### src/dcp_map.vh
// constants of the cyclic drive parameter access block
`ifndef DCP_MAP_VH
`define DCP_MAP_VH
`define DCP_OFS_TEL_SEL 4'h0
`define DCP_OFS_DRV_FLAGS 4'h1
`define DCP_OFS_ACT_VEL 4'h2
`define DCP_OFS_STATUS 4'h3
`define DCP_OFS_CMD_VIEW 4'h4
`define DCP_OFS_PARAM_VIEW 4'h5
`define DCP_TEL_RESET 16'h0001
`define DCP_TEL_BASIC 16'h0001
`define DCP_TEL_P100 16'h0064
`define DCP_TEL_P101 16'h0065
`define DCP_TEL_P102 16'h0066
`define DCP_TEL_P106 16'h006a
`define DCP_TEL_P107 16'h006b
`define DCP_REQ_NONE 16'h0000
`define DCP_REQ_READ 16'h0001
`define DCP_REQ_WR16 16'h0002
`define DCP_REQ_WR32 16'h0003
`define DCP_RSP_NONE 16'h0000
`define DCP_RSP_RD16 16'h0001
`define DCP_RSP_WR16 16'h0002
`define DCP_RSP_BUSY 16'h0003
`define DCP_RSP_RD32 16'h0004
`define DCP_RSP_WR32 16'h0005
`define DCP_RSP_ERR 16'h0007
`define DCP_CW_ON 0
`define DCP_CW_NO_COAST 1
`define DCP_CW_NO_QSTOP 2
`define DCP_CW_ENABLE 3
`define DCP_CW_FRESET 7
`define DCP_CW_BUS_CTRL 10
`define DCP_FL_FAULT 0
`define DCP_FL_WARN 1
`define DCP_FL_SPD_TOL 2
`define DCP_FL_FREQ_OK 3
`define DCP_PARAM_BASE 16'h2328
`define DCP_PARAM_DEPTH 16
`endif

### src/dcp_drive_param.v
// cyclic drive words: parameter access area and basic profile state machine
//
// Implementation choices: the placing of the registers and the Avalon-MM interface to the registers.
`timescale 1ns/1ps
`include "dcp_map.vh"
module dcp_drive_param #(
  parameter IW = 4,
  parameter DEPTH = `DCP_PARAM_DEPTH
) (
  input wire clk_sys, // system clock 100 MHz
  input wire sys_rst, // synchronous reset, high
  input wire [3:0] avs_address, // word address
  input wire avs_read, // read request
  input wire avs_write, // write request
  input wire [31:0] avs_writedata, // write data
  input wire [3:0] avs_byteenable, // byte lanes
  output reg [31:0] avs_readdata, // read data
  output reg avs_waitrequest, // stall, low one cycle per access
  input wire rx_valid, // new cyclic frame from fieldbus
  input wire [15:0] rx_param_address_word, // request word one
  input wire [15:0] rx_req_code, // request word two
  input wire [15:0] rx_param_value_word_hi, // request word three
  input wire [15:0] rx_param_value_word_lo, // request word four
  input wire [15:0] rx_command_word, // profile command
  input wire [15:0] rx_speed_reference_word, // profile reference
  output reg [15:0] tx_param_address_word, // response word one
  output reg [15:0] tx_resp_code, // response word two
  output reg [15:0] tx_param_value_word_hi, // response word three
  output reg [15:0] tx_param_value_word_lo, // response word four
  output reg [15:0] tx_operating_state_word, // profile state
  output reg [15:0] tx_actual_velocity_word, // profile velocity
  input wire drive_fault_in, // asynchronous fault pin, high
  output reg run_enable, // power stage enabled
  output reg [15:0] speed_setpoint // reference to speed loop
);
  localparam PA_IDLE = 4'b0001;
  localparam PA_BUSY = 4'b0010;
  localparam PA_WAIT = 4'b0100;
  localparam PA_DONE = 4'b1000;
  localparam DS_INHIB = 5'b00001;
  localparam DS_READY = 5'b00010;
  localparam DS_SWON = 5'b00100;
  localparam DS_OPEN = 5'b01000;
  localparam DS_FAULT = 5'b10000;

  function param_tel;
    input [15:0] t;
    begin
      param_tel = (t == `DCP_TEL_P100) || (t == `DCP_TEL_P101) || (t == `DCP_TEL_P102) ||
                  (t == `DCP_TEL_P106) || (t == `DCP_TEL_P107);
    end
  endfunction

  function [31:0] merge_be;
    input [31:0] old;
    input [31:0] wd;
    input [3:0] be;
    integer k;
    begin
      merge_be = old;
      for (k = 0; k < 4; k = k + 1) begin
        if (be[k]) begin
          merge_be[k*8 +: 8] = wd[k*8 +: 8];
        end
      end
    end
  endfunction

  reg [15:0] tel_sel_r;
  reg [3:0] sw_flags_r;
  reg [15:0] act_vel_r;
  reg fault_lat_r;
  reg fault_s1_r;
  reg fault_s2_r;
  reg [15:0] cmd_r;
  reg [15:0] ref_r;
  reg [15:0] req_addr_r;
  reg [15:0] req_code_r;
  reg [15:0] req_hi_r;
  reg [15:0] req_lo_r;
  reg [3:0] pa_state_r;
  reg [3:0] pa_state_nxt;
  reg [15:0] pa_code_r;
  reg [15:0] pa_code_nxt;
  reg [31:0] pa_wdata_r;
  reg [31:0] pa_wdata_nxt;
  reg [IW-1:0] pa_idx_r;
  reg [IW-1:0] pa_idx_nxt;
  reg [15:0] pa_rsp_r;
  reg [15:0] pa_rsp_nxt;
  reg [31:0] pa_val_r;
  reg [31:0] pa_val_nxt;
  reg [4:0] ds_r;
  reg [4:0] ds_nxt;
  reg freset_d_r;
  reg [15:0] tel_prev_r;
  reg [15:0] state_word;
  reg [31:0] rd_mux;
  reg st_wr;
  reg st_rd;
  reg st_wide;

  wire param_en = param_tel(tel_sel_r);
  wire profile_en = (tel_sel_r == `DCP_TEL_BASIC) || param_en;
  wire bus_req = avs_read | avs_write;
  wire wr_take = avs_write & ~avs_waitrequest;
  wire [15:0] addr_ofs = req_addr_r - `DCP_PARAM_BASE;
  wire addr_ok = (req_addr_r >= `DCP_PARAM_BASE) && (addr_ofs < DEPTH);
  wire fault_src = fault_s2_r | fault_lat_r;
  wire freset_edge = cmd_r[`DCP_CW_FRESET] & ~freset_d_r;
  wire sw_fault_set = wr_take && (avs_address == `DCP_OFS_DRV_FLAGS) && avs_byteenable[0] &&
                      avs_writedata[`DCP_FL_FAULT];
  wire tel_changed = (tel_sel_r != tel_prev_r);
  wire [31:0] st_rdata;
  wire st_rwide;
  wire [31:0] tel_merged = merge_be({16'h0000, tel_sel_r}, avs_writedata, avs_byteenable);
  wire [31:0] vel_merged = merge_be({16'h0000, act_vel_r}, avs_writedata, avs_byteenable);

  dcp_param_store #(
    .IW(IW),
    .DEPTH(DEPTH)
  ) u_store (
    .clk_sys(clk_sys),
    .sys_rst(sys_rst),
    .wr_en(st_wr),
    .rd_en(st_rd),
    .idx(pa_idx_r),
    .wr_data(pa_wdata_r),
    .wr_wide(st_wide),
    .rd_data(st_rdata),
    .rd_wide(st_rwide)
  );

  // avalon slave, one wait cycle per access
  always @(posedge clk_sys) begin
    if (sys_rst) begin
      avs_waitrequest <= 1'b1;
      avs_readdata <= 32'h0000_0000;
      tel_sel_r <= `DCP_TEL_RESET;
      sw_flags_r <= 4'h0;
      act_vel_r <= 16'h0000;
    end else begin
      if (bus_req && avs_waitrequest) begin
        avs_waitrequest <= 1'b0;
        avs_readdata <= rd_mux;
      end else begin
        avs_waitrequest <= 1'b1;
      end
      if (wr_take) begin
        case (avs_address)
          `DCP_OFS_TEL_SEL: begin
            tel_sel_r <= tel_merged[15:0];
          end
          `DCP_OFS_DRV_FLAGS: begin
            if (avs_byteenable[0]) begin
              sw_flags_r <= {avs_writedata[3:1], 1'b0};
            end
          end
          `DCP_OFS_ACT_VEL: begin
            act_vel_r <= vel_merged[15:0];
          end
          default: begin
          end
        endcase
      end
    end
  end

  always @* begin
    case (avs_address)
      `DCP_OFS_TEL_SEL: rd_mux = {16'h0000, tel_sel_r};
      `DCP_OFS_DRV_FLAGS: rd_mux = {28'h0000000, sw_flags_r[3:1], fault_src};
      `DCP_OFS_ACT_VEL: rd_mux = {16'h0000, act_vel_r};
      `DCP_OFS_STATUS: rd_mux = {7'h00, pa_state_r, ds_r, state_word};
      `DCP_OFS_CMD_VIEW: rd_mux = {ref_r, cmd_r};
      `DCP_OFS_PARAM_VIEW: rd_mux = {pa_rsp_r, req_addr_r};
      default: rd_mux = 32'h0000_0000;
    endcase
  end

  // cyclic frame capture
  always @(posedge clk_sys) begin
    if (sys_rst) begin
      cmd_r <= 16'h0000;
      ref_r <= 16'h0000;
      req_addr_r <= 16'h0000;
      req_code_r <= `DCP_REQ_NONE;
      req_hi_r <= 16'h0000;
      req_lo_r <= 16'h0000;
      tel_prev_r <= `DCP_TEL_RESET;
    end else begin
      tel_prev_r <= tel_sel_r;
      if (rx_valid && profile_en) begin
        cmd_r <= rx_command_word;
        ref_r <= rx_speed_reference_word;
      end
      if (rx_valid && param_en) begin
        req_addr_r <= rx_param_address_word;
        req_code_r <= rx_req_code;
        req_hi_r <= rx_param_value_word_hi;
        req_lo_r <= rx_param_value_word_lo;
      end
    end
  end

  // parameter request handler
  always @* begin
    pa_state_nxt = pa_state_r;
    pa_code_nxt = pa_code_r;
    pa_wdata_nxt = pa_wdata_r;
    pa_idx_nxt = pa_idx_r;
    pa_rsp_nxt = pa_rsp_r;
    pa_val_nxt = pa_val_r;
    st_wr = 1'b0;
    st_rd = 1'b0;
    st_wide = 1'b0;
    case (pa_state_r)
      PA_IDLE: begin
        pa_rsp_nxt = `DCP_RSP_NONE;
        pa_val_nxt = 32'h0000_0000;
        if (param_en && (req_code_r != `DCP_REQ_NONE)) begin
          pa_code_nxt = req_code_r;
          pa_idx_nxt = addr_ofs[IW-1:0];
          // word three only with 32-bit write
          if (req_code_r == `DCP_REQ_WR32) begin
            pa_wdata_nxt = {req_hi_r, req_lo_r};
          end else begin
            pa_wdata_nxt = {16'h0000, req_lo_r};
          end
          if (!addr_ok || (req_code_r > `DCP_REQ_WR32)) begin
            pa_rsp_nxt = `DCP_RSP_ERR;
            pa_state_nxt = PA_DONE;
          end else begin
            pa_rsp_nxt = `DCP_RSP_BUSY;
            pa_state_nxt = PA_BUSY;
          end
        end
      end
      PA_BUSY: begin
        st_wr = (pa_code_r != `DCP_REQ_READ);
        st_rd = (pa_code_r == `DCP_REQ_READ);
        st_wide = (pa_code_r == `DCP_REQ_WR32);
        pa_state_nxt = PA_WAIT;
      end
      PA_WAIT: begin
        if (pa_code_r == `DCP_REQ_READ) begin
          pa_rsp_nxt = st_rwide ? `DCP_RSP_RD32 : `DCP_RSP_RD16;
          pa_val_nxt = st_rwide ? st_rdata : {16'h0000, st_rdata[15:0]};
        end else begin
          pa_rsp_nxt = (pa_code_r == `DCP_REQ_WR32) ? `DCP_RSP_WR32 : `DCP_RSP_WR16;
          pa_val_nxt = pa_wdata_r;
        end
        pa_state_nxt = PA_DONE;
      end
      PA_DONE: begin
        if (req_code_r == `DCP_REQ_NONE) begin
          pa_rsp_nxt = `DCP_RSP_NONE;
          pa_val_nxt = 32'h0000_0000;
          pa_state_nxt = PA_IDLE;
        end
      end
      default: begin
        pa_state_nxt = PA_IDLE;
      end
    endcase
    if (!param_en || tel_changed) begin
      pa_state_nxt = PA_IDLE;
      pa_rsp_nxt = `DCP_RSP_NONE;
      pa_val_nxt = 32'h0000_0000;
    end
  end

  always @(posedge clk_sys) begin
    if (sys_rst) begin
      pa_state_r <= PA_IDLE;
      pa_code_r <= `DCP_REQ_NONE;
      pa_wdata_r <= 32'h0000_0000;
      pa_idx_r <= {IW{1'b0}};
      pa_rsp_r <= `DCP_RSP_NONE;
      pa_val_r <= 32'h0000_0000;
    end else begin
      pa_state_r <= pa_state_nxt;
      pa_code_r <= pa_code_nxt;
      pa_wdata_r <= pa_wdata_nxt;
      pa_idx_r <= pa_idx_nxt;
      pa_rsp_r <= pa_rsp_nxt;
      pa_val_r <= pa_val_nxt;
    end
  end

  // fault pin synchroniser and latch
  always @(posedge clk_sys) begin
    if (sys_rst) begin
      fault_s1_r <= 1'b0;
      fault_s2_r <= 1'b0;
      fault_lat_r <= 1'b0;
      freset_d_r <= 1'b0;
    end else begin
      fault_s1_r <= drive_fault_in;
      fault_s2_r <= fault_s1_r;
      freset_d_r <= cmd_r[`DCP_CW_FRESET];
      // reset on rising edge, set wins
      if (sw_fault_set || fault_s2_r) begin
        fault_lat_r <= 1'b1;
      end else if (freset_edge) begin
        fault_lat_r <= 1'b0;
      end
    end
  end

  // drive state machine
  always @* begin
    ds_nxt = ds_r;
    case (ds_r)
      DS_INHIB: begin
        if (cmd_r[`DCP_CW_NO_COAST] && cmd_r[`DCP_CW_NO_QSTOP] && !cmd_r[`DCP_CW_ON]) begin
          ds_nxt = DS_READY;
        end
      end
      DS_READY: begin
        if (!cmd_r[`DCP_CW_NO_COAST] || !cmd_r[`DCP_CW_NO_QSTOP]) begin
          ds_nxt = DS_INHIB;
        end else if (cmd_r[`DCP_CW_ON]) begin
          ds_nxt = DS_SWON;
        end
      end
      DS_SWON: begin
        if (!cmd_r[`DCP_CW_NO_COAST] || !cmd_r[`DCP_CW_NO_QSTOP]) begin
          ds_nxt = DS_INHIB;
        end else if (!cmd_r[`DCP_CW_ON]) begin
          ds_nxt = DS_READY;
        end else if (cmd_r[`DCP_CW_ENABLE]) begin
          ds_nxt = DS_OPEN;
        end
      end
      DS_OPEN: begin
        if (!cmd_r[`DCP_CW_NO_COAST] || !cmd_r[`DCP_CW_NO_QSTOP]) begin
          ds_nxt = DS_INHIB;
        end else if (!cmd_r[`DCP_CW_ON]) begin
          ds_nxt = DS_READY;
        end else if (!cmd_r[`DCP_CW_ENABLE]) begin
          ds_nxt = DS_SWON;
        end
      end
      DS_FAULT: begin
        if (freset_edge && !fault_s2_r && !sw_fault_set) begin
          ds_nxt = DS_INHIB;
        end
      end
      default: begin
        ds_nxt = DS_INHIB;
      end
    endcase
    if (fault_src && (ds_r != DS_FAULT)) begin
      ds_nxt = DS_FAULT;
    end
  end

  always @* begin
    state_word = 16'h0000;
    state_word[0] = (ds_r == DS_READY) || (ds_r == DS_SWON) || (ds_r == DS_OPEN);
    state_word[1] = (ds_r == DS_SWON) || (ds_r == DS_OPEN);
    state_word[2] = (ds_r == DS_OPEN);
    state_word[3] = (ds_r == DS_FAULT);
    state_word[4] = cmd_r[`DCP_CW_NO_COAST];
    state_word[5] = cmd_r[`DCP_CW_NO_QSTOP];
    state_word[6] = (ds_r == DS_INHIB);
    state_word[7] = sw_flags_r[`DCP_FL_WARN];
    state_word[8] = sw_flags_r[`DCP_FL_SPD_TOL];
    state_word[9] = cmd_r[`DCP_CW_BUS_CTRL];
    state_word[10] = sw_flags_r[`DCP_FL_FREQ_OK];
  end

  // response and profile outputs
  always @(posedge clk_sys) begin
    if (sys_rst) begin
      ds_r <= DS_INHIB;
      tx_param_address_word <= 16'h0000;
      tx_resp_code <= `DCP_RSP_NONE;
      tx_param_value_word_hi <= 16'h0000;
      tx_param_value_word_lo <= 16'h0000;
      tx_operating_state_word <= 16'h0000;
      tx_actual_velocity_word <= 16'h0000;
      run_enable <= 1'b0;
      speed_setpoint <= 16'h0000;
    end else begin
      ds_r <= ds_nxt;
      tx_param_address_word <= param_en ? req_addr_r : 16'h0000;
      tx_resp_code <= pa_rsp_r;
      if ((pa_rsp_r == `DCP_RSP_RD32) || (pa_rsp_r == `DCP_RSP_WR32)) begin
        tx_param_value_word_hi <= pa_val_r[31:16];
      end else begin
        tx_param_value_word_hi <= 16'h0000;
      end
      tx_param_value_word_lo <= pa_val_r[15:0];
      tx_operating_state_word <= profile_en ? state_word : 16'h0000;
      tx_actual_velocity_word <= profile_en ? act_vel_r : 16'h0000;
      run_enable <= (ds_r == DS_OPEN);
      if ((ds_r == DS_OPEN) && cmd_r[`DCP_CW_BUS_CTRL]) begin
        speed_setpoint <= ref_r;
      end else begin
        speed_setpoint <= 16'h0000;
      end
    end
  end
endmodule

### src/dcp_param_store.v
// parameter storage array with per-entry width flag
`timescale 1ns/1ps
module dcp_param_store #(
  parameter IW = 4,
  parameter DEPTH = 16
) (
  input wire clk_sys, // system clock
  input wire sys_rst, // synchronous reset, high
  input wire wr_en, // write strobe
  input wire rd_en, // read strobe
  input wire [IW-1:0] idx, // entry index
  input wire [31:0] wr_data, // value to store
  input wire wr_wide, // value is 32 bit
  output reg [31:0] rd_data, // registered read value
  output reg rd_wide // registered width flag
);
  reg [31:0] mem [0:DEPTH-1];
  reg wide_mem [0:DEPTH-1];
  integer i;

  always @(posedge clk_sys) begin
    if (sys_rst) begin
      for (i = 0; i < DEPTH; i = i + 1) begin
        mem[i] <= 32'h0000_0000;
        wide_mem[i] <= 1'b0;
      end
      rd_data <= 32'h0000_0000;
      rd_wide <= 1'b0;
    end else begin
      if (wr_en) begin
        mem[idx] <= wr_data;
        wide_mem[idx] <= wr_wide;
      end
      if (rd_en) begin
        rd_data <= mem[idx];
        rd_wide <= wide_mem[idx];
      end
    end
  end
endmodule

### config.mk
export PLATFORM = sky130hd
export DESIGN_NAME = dcp_drive_param
export DESIGN_NICKNAME = d
export VERILOG_FILES = /design/src/dcp_drive_param.v /design/src/dcp_param_store.v
export VERILOG_INCLUDE_DIRS = /design/src /design/src/src
export SDC_FILE = /design/constraint.sdc
export NUM_CORES = 2
export LEC_CHECK = 0
export BUFFER_PORTS_ARGS = -buffer_cell sky130_fd_sc_hd__buf_2
export CAP_MARGIN = 20
export CORE_ASPECT_RATIO = 0.9
export CORE_UTILIZATION = 35
export CTS_BUF_LIST = sky130_fd_sc_hd__clkbuf_8
export CTS_CLUSTER_SIZE = 24
export DETAILED_ROUTE_END_ITERATION = 16
export PLACE_DENSITY = 0.6
export SLEW_MARGIN = 5
export SYNTH_ARGS = -nofsm -noshare
export SYNTH_HDL_FRONTEND = slang
export SYNTH_SLANG_ARGS = --single-unit
### constraint.sdc
create_clock -name clk_sys -period 4.3 [get_ports clk_sys]
set_input_delay 0.215 -clock clk_sys [delete_from_list [all_inputs] [get_ports clk_sys]]
set_output_delay 0.215 -clock clk_sys [all_outputs]
set_load 0.03 [all_outputs]
==> summary.txt <==
Global route
  • All-layer global routing usage: 0.1991
  • Grt ovf: 0
  • First-pass GRT wire length: 168300 um
  • Pin count of the biggest net entering global routing: 93
  • Vias in the first global route: 25747
  • Initial antenna violation count: 8

Timing
  • Clock Skew: between 0.03 and 0.04 ns
  • Setup TNS: 0 ns
  • Period utilisation layout: 0.7679
  • Final hold viol count: 0
  • Max frequency: 302.8 MHz
  • Minimum clock period: between 3 and 4 ns
  • RSZ-0062 raised after global routing: false
  • Worst Tran Pin Value: 1.143 ns
  • Final Max Slew Viols: 0
  • Slew HR: 0.2349
  • Final setup viols: 0
  • Hold Slack: 0.08239 ns

Routing
  • DR vias/cell: 5.162
  • Drt wl/cell: 22.39 um
  • DRC: 0
  • Initial drt markers: 2754
  • Routed wire length: 113300 um
  • DRT Pass-1 Iters: 6
  • Final ANT Viol Nets: 0
  • Via count: around 26000

Power
  • Total leakage power: about 0.017 uW
  • Max VDD drop: 0.0002976 V
  • Power Density: between 300 and 400 mW/mm^2

Setup path
  • Worst Reg2Reg Path Length in Cells: 6
  • Critical path endpoint category: flop
  • Crit start category: flop
  • Most frequent CP cell: buf_4
  • Slowest CP cell: and3_1
  • CP required: 4.98 ns
  • Crit-path cells: nor4b_2, buf_4, o21a_1, and3_1, buf_4, and2_1
  • Critical Path Max Stage Delay: just over 1 ns
  • WP data arrival: ~4.0 ns
  • Critical path fanouts, max: 23
  • CP Class: reg -> reg

Synth
  • Commonest cells post-synth: and2_1 (554), edfxtp_1 (528), dfxtp_1 (408)
  • Ys flop type: edfxtp_1
  • Fraction of the yosys area taken by sequential cells: 0.6155
  • Yosys top cell by area: edfxtp_1
  • Post-synth ARST share: 0
  • Post-Syn Area: slightly below 0.04 sq mm
  • Top-area cell type share of the netlist area: 0.4062
  • EDFF count, synth: 528
  • Count leader, synth: and2_1
  • Yosys warns: 0
  • Mapped Cells: 3122
  • Flops & latches, synth: between 900 and 1000
  • Leading post-synthesis cells by cell area: edfxtp_1 (41%), dfxtp_1 (21%), mux4_2 (9.5%)
  • Yosys cell types: 67
  • Mean area per synthesized cell: ~13 sq um

Floorplanning
  • Core box area: 0.1099 sq mm
  • Die ar.: 0.1129 sq mm
  • I/O pins: between 200 and 300
  • Initial Util: 0.3551
  • FP Rows: 115
  • DIE HEIGHT: 318.8 um
  • Die Wd: 354.0 um

Clock tree
  • Clk slew on worst S/H paths: 0.06 ns
  • Clk Latency, worst-skew pair: 0.83 ns
  • TritonCTS buffer count: 145
  • Max Root-Sink Buffers: 3
  • Clk root buf: clkbuf_8
  • H-Tree Depth: 4
  • Clock net sink count: 936
  • CTS tree: yes

Job
  • Max Cap Viol: 0

Final layout
  • Fillers: 10299
  • Sequential cell area: roughly 0.024 sq mm
  • Share of layout cells above drive strength 1: 0.2094
  • Final net count: 3621
  • Area of the multi-input gates: 0.01379 sq mm
  • Area grow syn2layout: 17.45%

Min path
  • Worst Hold Class: in -> reg
  • WHS Path Cells: 4

Placed design
  • Routability cong.: 0.8428
  • Port buffer count: 251
  • HPWL Detailed: 69570 um

Status
  • Status: complete, no violations
## routing by layer
| metal | wire length [um] | track usage |
|---|---|---|
| met5 | 12 | 0 |
| met4 | 2350 | 0.06255 |
| met3 | 8433 | 0.03353 |
| met2 | 51500 | 0.3024 |
| met1 | 51050 | 0.2890 |
## worst max-delay path, delay by kind of cell (launching register included)
kind | cells | cell delay [ns]
simple gates | 3 | 1.46
buf+inv | 2 | 0.58
flops | 1 | 0.56
compound gates | 1 | 0.55
## flip-flops by register name, summed over array words and instances, names as in the netlist, 5 cells and up
name                     cells
u_store.mem                512
avs_readdata                32
pa_val_r                    32
pa_wdata_r                  32
u_store.rd_data             32
act_vel_r                   16
cmd_r                       16
pa_code_r                   16
ref_r                       16
req_addr_r                  16
req_code_r                  16
req_hi_r                    16
req_lo_r                    16
speed_setpoint              16
tel_prev_r                  16
tel_sel_r                   16
tx_actual_velocity_word     16
tx_param_address_word       16
tx_param_value_word_hi      16
tx_param_value_word_lo      16
u_store.wide_mem            16
tx_operating_state_word     11
ds_r                         5
## stage by stage
stage               power [uW]  instances    util  area (sq um)  setup WS (ns)
floorplan                10340       3139       -         39100          1.474
global placement         10610       4657  0.3799         41760          1.192
detailed placement       10630       4658  0.3800         41770          1.130
CTS                      17730       5053  0.4167         45810          1.114
global route             18190       5057  0.4169         45830         0.8688
finish                   17610       5062  0.4170         45840         0.9980
## cells by family after synthesis
group / Yosys count / share of synthesized area
and+or+nand+nor: 1249 / 0.1731
DFF: 936 / 0.6155
AOI/OAI and AO/OA: 353 / 0.05331
buffers and inverters: 311 / 0.03552
muxes: 249 / 0.1173
xor gates and xnor gates: 22 / 0.004937
adders and majority gates: 1 / 0.0003205
other: 1 / 0.00009608
## layout make-up
| class | count | share of cell area |
|---|---|---|
| clock inverter | 96 | 0.009362 |
| timing repair buffer | 461 | 0.07214 |
| inverter | 42 | 0.003439 |
| tap | 1462 | 0.03990 |
| antenna | 8 | 0.0004367 |
| sequential | 936 | 0.5243 |
| multi-input combinational | 1892 | 0.3009 |
| clock buffer | 165 | 0.04954 |
## path summary, 6_finish.rpt
| kind | startpoint | to | slack [ns] |
|---|---|---|---|
| max reg2reg | pa_state_r[1]$_SDFFE_PP0P_ | u_store.mem[1][12]$_SDFFCE_PN0P_ | 1.0 |
| min | rx_valid | req_lo_r[2]$_SDFFE_PP0P_ | 0.08 |
| min reg2reg | u_store.rd_data[9]$_SDFFE_PP0P_ | u_store.rd_data[9]$_SDFFE_PP0P_ | 0.44 |
| max | pa_state_r[1]$_SDFFE_PP0P_ | u_store.mem[1][12]$_SDFFCE_PN0P_ | 1.0 |
## report_power, final
part | total [uW] | switching (uW) | internal (uW)
sequential | 9810 | 102 | 9710
clock | 7070 | 3560 | 3520
combinational | 725 | 425 | 300
total | 17600 | 4080 | 13500
## cells in the final DEF (no fill, tap or decap), drive strengths merged, types with 16 or more instances in the layout
cell type,instances
buf,327
clkbuf,165
and3,46
edfxtp,528
inv,102
dlygate4sd3,134
o21ai,75
nand2,292
and2,556
mux2i,68
nor2,173
a21oi,172
mux2,16
mux4,165
dfxtp,408
nor4,18
clkinv,31
conb,18
nand3,39
a22oi,63
xnor2,20
nor2b,41
## timing repair
item                      4_1_cts  5_1_grt
resized for setup               0        0
hold buffers                  134        0
setup buffers                   0        0
hold endpoints to repair      174        0
Power figures use the tool's default switching activity.
